**config.mk**
```make
export PLATFORM = sky130hd
export DESIGN_NAME = icb_master
export DESIGN_NICKNAME = d
export VERILOG_FILES = /design/src/rtl/icb_pkg.sv /design/src/rtl/icb_sync.sv /design/src/rtl/icb_brg.sv /design/src/rtl/icb_master.sv
export SDC_FILE = /design/constraint.sdc
export NUM_CORES = 1
export LEC_CHECK = 0
export BUFFER_PORTS_ARGS = -buffer_cell sky130_fd_sc_hd__buf_2
export CORE_UTILIZATION = 57
export DETAILED_ROUTE_END_ITERATION = 10
export GPL_TIMING_DRIVEN = 0
export PLACE_DENSITY = 0.88
export SLEW_MARGIN = 15
export SYNTH_ARGS = -nofsm -noshare
export SYNTH_HDL_FRONTEND = slang
export SYNTH_SLANG_ARGS = --single-unit
```
**constraint.sdc**
```tcl
create_clock -name clk_sys -period 2.9 [get_ports clk_sys]
set_input_delay 0.58 -clock clk_sys [delete_from_list [all_inputs] [get_ports clk_sys]]
set_output_delay 0.58 -clock clk_sys [all_outputs]
set_load 0.01 [all_outputs]
```
**src/rtl/icb_pkg.sv**
```systemverilog
// Shared types and constants for the collision-checked bus master
package icb_pkg;

  localparam int RELOAD_W    = 8;      // Width of the baud reload value
  localparam int PRE_DIV     = 2;      // Sys clocks per generator decrement
  localparam int PRE_W       = 1;      // Width of the prescale counter
  localparam int TX_BITS     = 9;      // Eight data bits plus acknowledge
  localparam int TX_CNT_W    = 4;      // Width of the bit counter
  localparam int SPI_EDGES   = 16;     // Clock edges of one SPI byte
  localparam int SYNC_STAGES = 2;      // Flip-flops before any logic reads

  localparam logic       LINE_LOW   = 1'b0;  // Value driven onto a pin
  localparam logic       OE_DRIVE   = 1'b0;  // Enable level while driving
  localparam logic       OE_RELEASE = 1'b1;  // Enable level while floating
  localparam logic [PRE_W-1:0] PRE_LAST = PRE_W'(PRE_DIV - 1);

  // Bus lines as seen at the pins
  typedef struct packed {
    logic scl;
    logic sda;
  } icb_lines_t;

  // Open-drain pin drive, enable low while pulling the line low
  typedef struct packed {
    logic scl_o;
    logic scl_oe_n;
    logic sda_o;
    logic sda_oe_n;
  } icb_drive_t;

  // Sequence requests from software, one-cycle pulses
  typedef struct packed {
    logic start;
    logic rstart;
    logic stop;
  } icb_req_t;

  typedef enum logic [1:0] {
    ICB_MODE_I2C,
    ICB_MODE_SPI,
    ICB_MODE_OFF
  } icb_mode_t;

endpackage

```
**src/rtl/icb_sync.sv**
```systemverilog
// Two-stage synchroniser for the bus line inputs
`timescale 1ns/100ps
module icb_sync
  import icb_pkg::*;
#(
  parameter int W = 2
) (
  input  wire logic         clk_sys,   // System clock
  input  wire logic         rst,       // Asynchronous reset, active high
  input  wire logic [W-1:0] async_in,  // Raw pin levels
  output logic      [W-1:0] sync_out   // Levels safe to use
);

  logic [W-1:0] meta_q;
  logic [W-1:0] sync_q;

  // Idle bus lines float high, so reset to high
  always_ff @(posedge clk_sys or posedge rst) begin
    if (rst) begin
      meta_q <= '1;
      sync_q <= '1;
    end else begin
      meta_q <= async_in;
      sync_q <= meta_q;
    end
  end

  assign sync_out = sync_q;

endmodule

```
**src/rtl/icb_brg.sv**
```systemverilog
// Baud generator: prescaled reloadable down-counter
`timescale 1ns/100ps
module icb_brg
  import icb_pkg::*;
#(
  parameter int W = RELOAD_W
) (
  input  wire logic         clk_sys,    // System clock
  input  wire logic         rst,        // Asynchronous reset, active high
  input  wire logic         run,        // Count while high
  input  wire logic         load,       // Reload strobe, one cycle
  input  wire logic         auto_rl,    // Reload by itself on expiry
  input  wire logic [W-1:0] reload_val, // Value copied in on reload
  output logic              expire      // Pulse when the count runs out
);

  logic [W-1:0]     cnt_q;
  logic [PRE_W-1:0] pre_q;
  logic             tick;

  // One decrement per PRE_DIV clocks, so a rollover is 2*(N+1) clocks
  assign tick   = run && (pre_q == PRE_LAST);
  assign expire = tick && !load && (cnt_q == '0);

  always_ff @(posedge clk_sys or posedge rst) begin
    if (rst) begin
      pre_q <= '0;
    end else if (load || !run || tick) begin
      pre_q <= '0;
    end else begin
      pre_q <= pre_q + PRE_W'(1);
    end
  end

  // Stopped counter holds; the caller keeps its pin at its last level
  always_ff @(posedge clk_sys or posedge rst) begin
    if (rst) begin
      cnt_q <= '0;
    end else if (load) begin
      cnt_q <= reload_val;
    end else if (expire && auto_rl) begin
      cnt_q <= reload_val;
    end else if (tick && cnt_q != '0) begin
      cnt_q <= cnt_q - W'(1);
    end
  end

endmodule

```
**src/rtl/icb_master.sv**
```systemverilog
// Bus master sequencer with collision checks and baud generation
//
// Behaviour
// - Start requested with either line already low reports a collision.
// - Such a collision abandons Start, sets the flag, returns to idle.
// - First Start count: clock low while data high is a collision.
// - Data low in first Start count: restart generator, drive data low now.
// - Data high: pull low at expiry, count again, then pull clock low.
// - Repeated Start: data low when clock rises is a collision.
// - Release data, count, release clock, sample data once clock is high.
// - Data high: reload and count; data falling then is no collision.
// - Clock falling before timeout while data not yet driven is a collision.
// - Both high at timeout: data low, count, clock low, done.
// - Stop: hold data low, release clock when seen, count once clock high.
// - After Stop count and data release, data still low is a collision.
// - Clock low after release but before data released is a collision.
// - Generator reload from software; serves both modes; buffer write runs it.
// - Generator stops by itself after an operation; clock keeps its level.
// - Reload strobe twice per bus clock period, timed by the mode.
// - Bus clock is system clock over four times reload plus one.
// - A collision releases both lines and clears the requesting bit.
`timescale 1ns/100ps
module icb_master
  import icb_pkg::*;
(
  input  wire logic                clk_sys,        // System clock, 125 MHz
  input  wire logic                rst,            // Async reset, active high
  input  wire icb_mode_t           mode,           // I2C, SPI or off
  input  wire logic [RELOAD_W-1:0] baud_reload_value, // Generator reload
  input  wire icb_req_t            seq_req,        // Sequence request pulses
  input  wire logic                buf_wr,         // Transfer buffer write
  input  wire logic [7:0]          buf_wdata,      // Transfer buffer data
  input  wire logic                flag_clr,       // Clears collision flag
  input  wire icb_lines_t          lines_in,       // Raw bus line levels
  output icb_drive_t               lines_drv,      // Open-drain pin drive
  output logic                     spi_sck,        // SPI master clock out
  output icb_req_t                 seq_busy,       // Request bits held
  output logic                     bus_collision_flag, // Sticky collision
  output logic                     op_done,        // Operation done pulse
  output logic                     idle            // No operation running
);

  //////////////////////////////////////////////////////////////////////////
  // Types and signals
  typedef enum logic [3:0] {
    ST_IDLE,
    ST_S_CNT1,
    ST_S_CNT2,
    ST_RS_CNT0,
    ST_RS_SCLH,
    ST_RS_CNT1,
    ST_RS_CNT2,
    ST_P_SDAL,
    ST_P_SCLH,
    ST_P_CNT,
    ST_P_REL,
    ST_TX_LOW,
    ST_TX_SCLH,
    ST_TX_HIGH,
    ST_SPI
  } icb_state_t;

  icb_state_t         state_q;
  icb_lines_t         ln;
  logic               sda_drv_q;       // Pulling data low
  logic               scl_drv_q;       // Pulling clock low
  logic               load_q;          // Generator reload strobe
  logic               expire;
  logic               coll_ev;         // Collision seen this cycle
  logic               done_ev;         // Sequence finished this cycle
  logic [7:0]         shift_q;
  logic [TX_CNT_W-1:0] bit_q;
  logic               sck_q;
  icb_req_t           busy_q;

  //////////////////////////////////////////////////////////////////////////
  // Line synchroniser and baud generator
  icb_sync #(.W (2)) u_sync (
    .clk_sys  (clk_sys),
    .rst      (rst),
    .async_in (lines_in),
    .sync_out (ln)
  );

  // In SPI mode every expiry reloads; in I2C the sequencer strobes
  icb_brg #(.W (RELOAD_W)) u_brg (
    .clk_sys    (clk_sys),
    .rst        (rst),
    .run        (state_q != ST_IDLE),
    .load       (load_q),
    .auto_rl    (mode == ICB_MODE_SPI),
    .reload_val (baud_reload_value),
    .expire     (expire)
  );

  //////////////////////////////////////////////////////////////////////////
  // Collision and completion events
  always_comb begin
    coll_ev = 1'b0;
    done_ev = 1'b0;
    case (state_q)
      ST_IDLE: begin
        if (mode == ICB_MODE_I2C && seq_req.start) begin
          coll_ev = !ln.sda || !ln.scl;
        end
      end
      ST_S_CNT1:  coll_ev = !ln.scl && ln.sda;
      ST_S_CNT2:  done_ev = expire;
      ST_RS_SCLH: coll_ev = ln.scl && !ln.sda;
      ST_RS_CNT1: coll_ev = !ln.scl && !sda_drv_q;
      ST_RS_CNT2: done_ev = expire;
      ST_P_CNT:   coll_ev = !ln.scl;
      ST_P_REL: begin
        coll_ev = expire && !ln.sda;
        done_ev = expire && ln.sda;
      end
      ST_TX_HIGH: done_ev = expire && bit_q == TX_CNT_W'(TX_BITS - 1);
      ST_SPI:     done_ev = expire && bit_q == TX_CNT_W'(SPI_EDGES - 1);
      default:    done_ev = 1'b0;
    endcase
  end

  //////////////////////////////////////////////////////////////////////////
  // Sequencer
  always_ff @(posedge clk_sys or posedge rst) begin
    if (rst) begin
      state_q   <= ST_IDLE;
      sda_drv_q <= 1'b0;
      scl_drv_q <= 1'b0;
      load_q    <= 1'b0;
      shift_q   <= '0;
      bit_q     <= '0;
    end else begin
      load_q <= 1'b0;
      if (mode == ICB_MODE_OFF) begin
        state_q   <= ST_IDLE;
        sda_drv_q <= 1'b0;
        scl_drv_q <= 1'b0;
      end else if (coll_ev) begin
        state_q   <= ST_IDLE;
        sda_drv_q <= 1'b0;
        scl_drv_q <= 1'b0;
      end else begin
        case (state_q)
          ST_IDLE: begin
            bit_q <= '0;
            if (mode == ICB_MODE_SPI) begin
              if (buf_wr) begin
                load_q  <= 1'b1;
                state_q <= ST_SPI;
              end
            end else if (seq_req.start) begin
              sda_drv_q <= 1'b0;
              scl_drv_q <= 1'b0;
              load_q    <= 1'b1;
              state_q   <= ST_S_CNT1;
            end else if (seq_req.rstart) begin
              sda_drv_q <= 1'b0;
              load_q    <= 1'b1;
              state_q   <= ST_RS_CNT0;
            end else if (seq_req.stop) begin
              sda_drv_q <= 1'b1;
              state_q   <= ST_P_SDAL;
            end else if (buf_wr) begin
              shift_q   <= buf_wdata;
              scl_drv_q <= 1'b1;
              sda_drv_q <= !buf_wdata[7];
              load_q    <= 1'b1;
              state_q   <= ST_TX_LOW;
            end
          end
          ST_S_CNT1: begin
            if (!ln.sda || expire) begin
              sda_drv_q <= 1'b1;
              load_q    <= 1'b1;
              state_q   <= ST_S_CNT2;
            end
          end
          ST_S_CNT2: begin
            if (expire) begin
              scl_drv_q <= 1'b1;
              state_q   <= ST_IDLE;
            end
          end
          ST_RS_CNT0: begin
            if (expire) begin
              scl_drv_q <= 1'b0;
              state_q   <= ST_RS_SCLH;
            end
          end
          ST_RS_SCLH: begin
            if (ln.scl) begin
              load_q  <= 1'b1;
              state_q <= ST_RS_CNT1;
            end
          end
          ST_RS_CNT1: begin
            if (expire) begin
              sda_drv_q <= 1'b1;
              load_q    <= 1'b1;
              state_q   <= ST_RS_CNT2;
            end
          end
          ST_RS_CNT2: begin
            if (expire) begin
              scl_drv_q <= 1'b1;
              state_q   <= ST_IDLE;
            end
          end
          ST_P_SDAL: begin
            if (!ln.sda) begin
              scl_drv_q <= 1'b0;
              state_q   <= ST_P_SCLH;
            end
          end
          ST_P_SCLH: begin
            if (ln.scl) begin
              load_q  <= 1'b1;
              state_q <= ST_P_CNT;
            end
          end
          ST_P_CNT: begin
            if (expire) begin
              sda_drv_q <= 1'b0;
              load_q    <= 1'b1;
              state_q   <= ST_P_REL;
            end
          end
          ST_P_REL: begin
            if (expire) begin
              state_q <= ST_IDLE;
            end
          end
          ST_TX_LOW: begin
            if (expire) begin
              scl_drv_q <= 1'b0;
              state_q   <= ST_TX_SCLH;
            end
          end
          ST_TX_SCLH: begin
            // Other devices may stretch the clock; wait it out
            if (ln.scl) begin
              load_q  <= 1'b1;
              state_q <= ST_TX_HIGH;
            end
          end
          ST_TX_HIGH: begin
            if (expire) begin
              scl_drv_q <= 1'b1;
              load_q    <= 1'b1;
              bit_q     <= bit_q + TX_CNT_W'(1);
              shift_q   <= {shift_q[6:0], 1'b1};
              // Ninth bit releases data for the acknowledge
              sda_drv_q <= !shift_q[6] &&
                           bit_q < TX_CNT_W'(TX_BITS - 2);
              if (done_ev) begin
                sda_drv_q <= 1'b0;
                state_q   <= ST_IDLE;
              end else begin
                state_q   <= ST_TX_LOW;
              end
            end
          end
          ST_SPI: begin
            if (expire) begin
              bit_q <= bit_q + TX_CNT_W'(1);
              if (done_ev) begin
                state_q <= ST_IDLE;
              end
            end
          end
          default: state_q <= ST_IDLE;
        endcase
      end
    end
  end

  //////////////////////////////////////////////////////////////////////////
  // SPI clock: toggles per rollover, two rollovers per period
  always_ff @(posedge clk_sys or posedge rst) begin
    if (rst) begin
      sck_q <= 1'b0;
    end else if (state_q == ST_SPI && expire) begin
      sck_q <= !sck_q;
    end
  end

  //////////////////////////////////////////////////////////////////////////
  // Request bits: held until the sequence ends or collides, or mode is off
  always_ff @(posedge clk_sys or posedge rst) begin
    if (rst) begin
      busy_q <= '0;
    end else if (coll_ev || done_ev || mode == ICB_MODE_OFF) begin
      busy_q <= '0;
    end else if (state_q == ST_IDLE && mode == ICB_MODE_I2C) begin
      if (seq_req.start) begin
        busy_q.start <= 1'b1;
      end else if (seq_req.rstart) begin
        busy_q.rstart <= 1'b1;
      end else if (seq_req.stop) begin
        busy_q.stop <= 1'b1;
      end
    end
  end

  //////////////////////////////////////////////////////////////////////////
  // Sticky collision flag; a new collision beats a clear
  always_ff @(posedge clk_sys or posedge rst) begin
    if (rst) begin
      bus_collision_flag <= 1'b0;
    end else if (coll_ev) begin
      bus_collision_flag <= 1'b1;
    end else if (flag_clr) begin
      bus_collision_flag <= 1'b0;
    end
  end

  always_ff @(posedge clk_sys or posedge rst) begin
    if (rst) begin
      op_done <= 1'b0;
    end else begin
      op_done <= done_ev && !coll_ev;
    end
  end

  //////////////////////////////////////////////////////////////////////////
  // Outputs
  assign lines_drv.scl_o    = LINE_LOW;
  assign lines_drv.sda_o    = LINE_LOW;
  assign lines_drv.scl_oe_n = scl_drv_q ? OE_DRIVE : OE_RELEASE;
  assign lines_drv.sda_oe_n = sda_drv_q ? OE_DRIVE : OE_RELEASE;
  assign spi_sck            = sck_q;
  assign seq_busy           = busy_q;
  assign idle               = (state_q == ST_IDLE);

endmodule

```
# After elaboration in Yosys (flattened, before gate mapping)
# Cells that the tools add are included.
# word_totals
reg_bits	37
in_bits	27
out_inout_bits	11
# classes
addsub	3
magnitude_cmp	1
n_eq_ne	48
muxes	83
n_bitwise	2
reduce_logical	62
# ops
op	n
4-bit two-way mux	23
4-bit case mux with 13 select lines	1
7-bit two-way mux	6
1-bit two-way mux	40
4-bit == test, second input constant	9
4-bit != test, second input constant	8
8-bit two-way mux	3
4-bit by 3-bit != test with 1-bit output, second input constant	5
1-bit logical AND	17
4-bit by 3-bit == test with 1-bit output, second input constant	4
5-bit by 3-bit != test with 1-bit output, second input constant	3
15-bit AND reduction	1
7-bit case mux with 2 select lines	1
2-bit nonzero test	7
2-bit != test, second input constant	6
4-bit by 1-bit != test with 1-bit output, second input constant	3
1-bit case mux with 4 select lines	3
3-bit OR reduction	4
1-bit zero test	9
9-bit AND reduction	1
4-bit by 2-bit == test with 1-bit output, second input constant	2
8-bit zero test	1
4-bit case mux with 2 select lines	1
4-bit AND reduction	2
28 further kinds	39

# Depth between registers and ports, before layout
# logic_depth
word_depth	11
mapped_depth	9

# Modules after synthesis
# Synthesis repeated with hierarchy kept, for this count alone.
# unflattened
hier_cells	290
area_unflattened_um2	2572.5
# by_module_without_submodules
module	instances	cells_each	area_each_um2	seq_area_each_um2
icb_master	1	221	1860.5	600.6
icb_brg	1	64	603.1	225.2
icb_sync	1	5	108.9	105.1

# Least setup slack after synthesis
# OpenSTA, ideal clock, no wires.
# synth_path
path_type	register -> register
startpoint	reg u_brg.cnt_q[0]
endpoint	reg shift_q[1]
setup_ns	0.125
t_arrival_ns	2.284
required_ns	2.775
path_slack_ns	0.491
stages_incl_launch_ff	8
n_path_buf	0
period_less_slack_ns	2.409
cell_sequence	dfrtp_1 inv_1 ha_1 or3b_2 nor4_4 a22oi_1 nor3_4 mux2_2
# synth_between
elab_chain_len	6
word_cells_on_any_way	7
classes_between	eq/ne: 1; mux: 1; bitwise: 1; reduce/logical: 4
# synth_rtl
item	line_no	source
from (decl)	icb_brg.sv:17	logic [W-1:0] cnt_q;
from (signal assigned)	icb_brg.sv:40	cnt_q <= reload_val;
from (signal assigned)	icb_brg.sv:42	cnt_q <= reload_val;
from (signal assigned)	icb_brg.sv:44	cnt_q <= cnt_q - W'(1);
8-bit zero test (*)	icb_brg.sv:23	assign expire = tick && !load && (cnt_q == '0);
1-bit logical AND (*)	icb_brg.sv:23	
1-bit logical AND	icb_master.sv:114	coll_ev = expire && !ln.sda;
1-bit case mux with 6 select lines	icb_master.sv:101	case (state_q)
1-bit NOT (no source line)	-	
9-bit AND reduction (no source line) (*)	-	
to (signal assigned)	icb_master.sv:165	shift_q <= buf_wdata;
to (signal assigned)	icb_master.sv:252	shift_q <= {shift_q[6:0], 1'b1};
to (decl)	icb_master.sv:71	logic [7:0] shift_q;
# Mark *: on every way between the ends. The rest lies on a longest branch, timed or not.
# A chain may end at the register's enable or synchronous reset.

# Worst setup path after layout
# layout_path
startpoint	reg state_q[1]
endpoint	reg shift_q[6]
# layout_between
elab_chain_len	8
word_cells_on_any_way	23
classes_between	eq/ne: 12; mux: 2; bitwise: 1; reduce/logical: 8
# layout_rtl
item	line_no	source
from (decl)	icb_master.sv:63	icb_state_t state_q;
from (signal assigned)	icb_master.sv:127	state_q <= ST_IDLE;
from (signal assigned)	icb_master.sv:136	state_q <= ST_IDLE;
from (signal assigned)	icb_master.sv:140	state_q <= ST_IDLE;
4-bit nonzero test	icb_master.sv:89	.run (state_q != ST_IDLE),
1-bit logical AND	icb_brg.sv:22	assign tick = run && (pre_q == PRE_LAST);
1-bit logical AND (2 in series)	icb_brg.sv:23	
1-bit logical AND	icb_master.sv:114	
1-bit case mux with 6 select lines	icb_master.sv:101	
1-bit NOT (no source line)	-	
9-bit AND reduction (no source line)	-	
# Several ways; a longest one is shown, not always the timed one.

==> metrics.csv <==
metric,value,unit
status,"complete, no violations",
Total Wirelength,5530,um
Die Y,66.9,um
"Distinct cells, synth",59,
Port Buffers,34,
ys async rst share,1.00,
hold slack,0.357,ns
clock latency on the worst-skew pair,0.30,ns
Critical Path Sink Type,flop,
Hold Path Stages,0,
Worst Hold Class,flop to flop,
MaxCap Viol Count,0,
initial core utilization,0.596,
initial antenna violation count,0,
reg2reg setup slack,0.24,ns
RR Startpoint,state_q[1]$_DFFE_PP0P_,
post-detail-place hpwl,4010,um
synthesis-to-finish area growth,15.7,%
Nets,352,
GRT overflow,0,
vias in the first global route,1936,
Top Family by Delay on Critical Path,simple AND/OR/NAND/NOR gates,
worst setup margin,0.240,ns
Die X-Extent,66.9,um
FF/Latch Area,931,um^2
CP startpoint kind,flop,
Multi-input gate area,1350,um^2
Layout Cells excl Fill,373,
clk slew on worst S/H paths,0.07,ns
layout cells sized above 1,0.232,
DRC violations left,0,
worst-case clock skew,0.00742,ns
final setup fails,0,
first-pass GRT wire length,9030,um
synthesized area,2400,um^2
Tmin final,2.66,ns
critical path startpoint,state_q[1]$_DFFE_PP0P_,
Top Ports,38,
most frequent cells in the layout,"nand2_1 (37), buf_2 (37), dfrtp_1 (33), nor2_1 (25), o21ai_0 (20)",
max-slew violations,0,
fraction of the cycle the final worst path needs,0.917,
WP data required,3.09,ns
hold wc startpoint,u_sync.meta_q[0]$_DFF_PP1_,
via count,2176,
final weighted congestion in routability-driven placement,0.954,
Synth Instances,278,
CTS tree,built,
# H-tree levels,2,
initial DRC count,129,
actual slew at the worst max-slew pin,0.759,ns
RSZ-0062 raised after global routing,no,
synth warn,0,
post-synth top area share,0.344,
cell count after placement,363,
data arrival time of the critical path,2.85,ns
Max-slew headroom,0.493,
Crit Path Class,flop to flop,
average wire per standard cell,14.8,um
Pwr Density,883,nW/um^2
FMAX,376,MHz
path depth of the worst reg2reg path,7,
full die area,4480,um^2
maximum vdd ir drop,0.501,mV
clock root cell,clkbuf_8,
P_leak,1.24,nW
Hold Path End,u_sync.sync_out[0]$_DFF_PP1_,
clk buf depth,2,
TritonCTS Sinks,37,
number of CTS-inserted buffers,5,
crit path cell chain,o41ai_2 > nor4_4 > buf_4 > nand4b_1 > nand4_2 > nor3_4 > mux2_2,
Post-CTS Resized,0,
Setup TNS,0,ns
Placement Setup Slack,0.115,ns
slowest CP cell,o41ai_2,
TritonRoute pass-1 iters,4,
filler cell count in the final layout,330,
crit-path max FO,9,
worst r2r dst,shift_q[6]$_DFFE_PP0P_,
Synth area leaders,"dfrtp_1 (34%), nand2_1 (5.8%), dfstp_2 (4.4%), o21ai_0 (4.2%), nor2_1 (3.9%)",
diode count,0,
ys flop type,dfrtp_1,
cell taking the most area after synthesis,dfrtp_1,
"Hold Violations, Final",0,
CP max stage delay,0.59,ns
GRT Util Overall,0.271,
setup bufs post-CTS,0,
CTS Hold Bufs,0,
Core Footprint,4030,um^2
syn_area_per_cell,8.64,um^2
DR vias/cell,5.83,
standard-cell rows,23,
pin count of the biggest net entering global routing,38,
Post-synth EDFFs,0,
Buf/Inv on CP,1,
number of synthesized register bits,37,
register area share after synthesis,0.388,
Antenna Violating Nets Remaining,0,
==> metal layers <==
layer,global-route usage,part of all wire,wire [um]
met1,0.370,0.46,2550
met2,0.419,0.45,2520
met3,0.0531,0.075,414
met4,0.104,0.0096,53
met5,0,0,0
==> registers in the layout, indices dropped and copies added (netlist names) <==
signal              flops
load_q                  1
sda_drv_q               1
op_done                 1
u_sync.sync_out         2
u_brg.cnt_q             8
u_brg.pre_q             1
u_sync.meta_q           2
spi_sck                 1
shift_q                 7
bus_collision_flag      1
state_q                 4
scl_drv_q               1
seq_busy                3
bit_q                   4
==> per-stage QoR <==
stage | instance area [um^2] | util | power, mW
final | 2780 | 0.689 | 2.45
after global placement | 2640 | 0.655 | 1.93
after CTS | 2760 | 0.684 | 2.45
after floorplan | 2400 | - | 1.70
after detailed placement | 2640 | 0.655 | 1.97
after global routing | 2780 | 0.689 | 2.64
==> worst reg2reg max path, stage by stage, from the launching register on <==
cell and delay (ns):
dfrtp_1 0.46, o41ai_2 0.60, nor4_4 0.09, buf_4 0.19, nand4b_1 0.12, nand4_2 0.25, nor3_4 0.46, mux2_2 0.39
==> where the power goes <==
part	leakage [nW]	switching [mW]	internal, mW	total [mW]
sequential	0.463	0.148	0.687	0.835
clock	0.0574	0.194	0.280	0.473
combinational	0.723	0.654	0.492	1.15
total	1.24	0.995	1.46	2.45
==> Yosys cell counts, types with 2 or more instances <==
| library cell | number |
|---|---|
| a21oi_1 | 16 |
| dfrtp_1 | 33 |
| nor3_1 | 8 |
| nand4_1 | 2 |
| nand2b_1 | 9 |
| or3_1 | 4 |
| o21ai_0 | 20 |
| mux2i_1 | 5 |
| a41oi_1 | 2 |
| nor4b_1 | 2 |
| xor2_1 | 3 |
| nand3b_1 | 2 |
| a211oi_1 | 5 |
| mux2_2 | 6 |
| buf_2 | 3 |
| nand3_1 | 6 |
| xnor2_1 | 2 |
| a22oi_1 | 2 |
| inv_1 | 16 |
| o22ai_1 | 4 |
| nor3b_1 | 2 |
| nand2_1 | 37 |
| a31oi_1 | 3 |
| nand4b_1 | 3 |
| a21o_1 | 4 |
| dfstp_2 | 4 |
| ha_1 | 3 |
| nor2b_1 | 2 |
| nor2_1 | 25 |
| nor4_1 | 2 |
| a2111oi_0 | 2 |
| clkbuf_1 | 9 |
| buf_4 | 3 |
| or4_1 | 3 |
| or2_2 | 2 |
==> cell families after synthesis <==
logic type	synth area share
XOR/XNOR	0.0182
multiplexers	0.0490
other	0.00156
adder cells (fa/ha/maj)	0.0156
flip-flops	0.388
AND/OR/NAND/NOR	0.253
AO/OA/AOI/OAI	0.220
buffers and inverters	0.0547
==> worst max path at each step <==
stage	to	slack, ns	depth (start not counted)
after floorplan	shift_q[1]$_DFFE_PP0P_	0.49	7
after global placement	shift_q[4]$_DFFE_PP0P_	0.10	6
after detailed placement	shift_q[6]$_DFFE_PP0P_	0.11	6
after CTS	shift_q[6]$_DFFE_PP0P_	0.05	6
after global routing	bit_q[1]$_DFFE_PP0P_	0.05	8
final	shift_q[6]$_DFFE_PP0P_	0.24	7
==> layout make-up <==
class,instances,area share
sequential,37,0.335
buffer,15,0.0257
tap,50,0.0225
inverter,16,0.0216
clock inverter,2,0.0135
clock buffer,6,0.0297
multi-input combinational,211,0.485
timing repair buffer,36,0.0667
(Power assumes the default switching activity.)
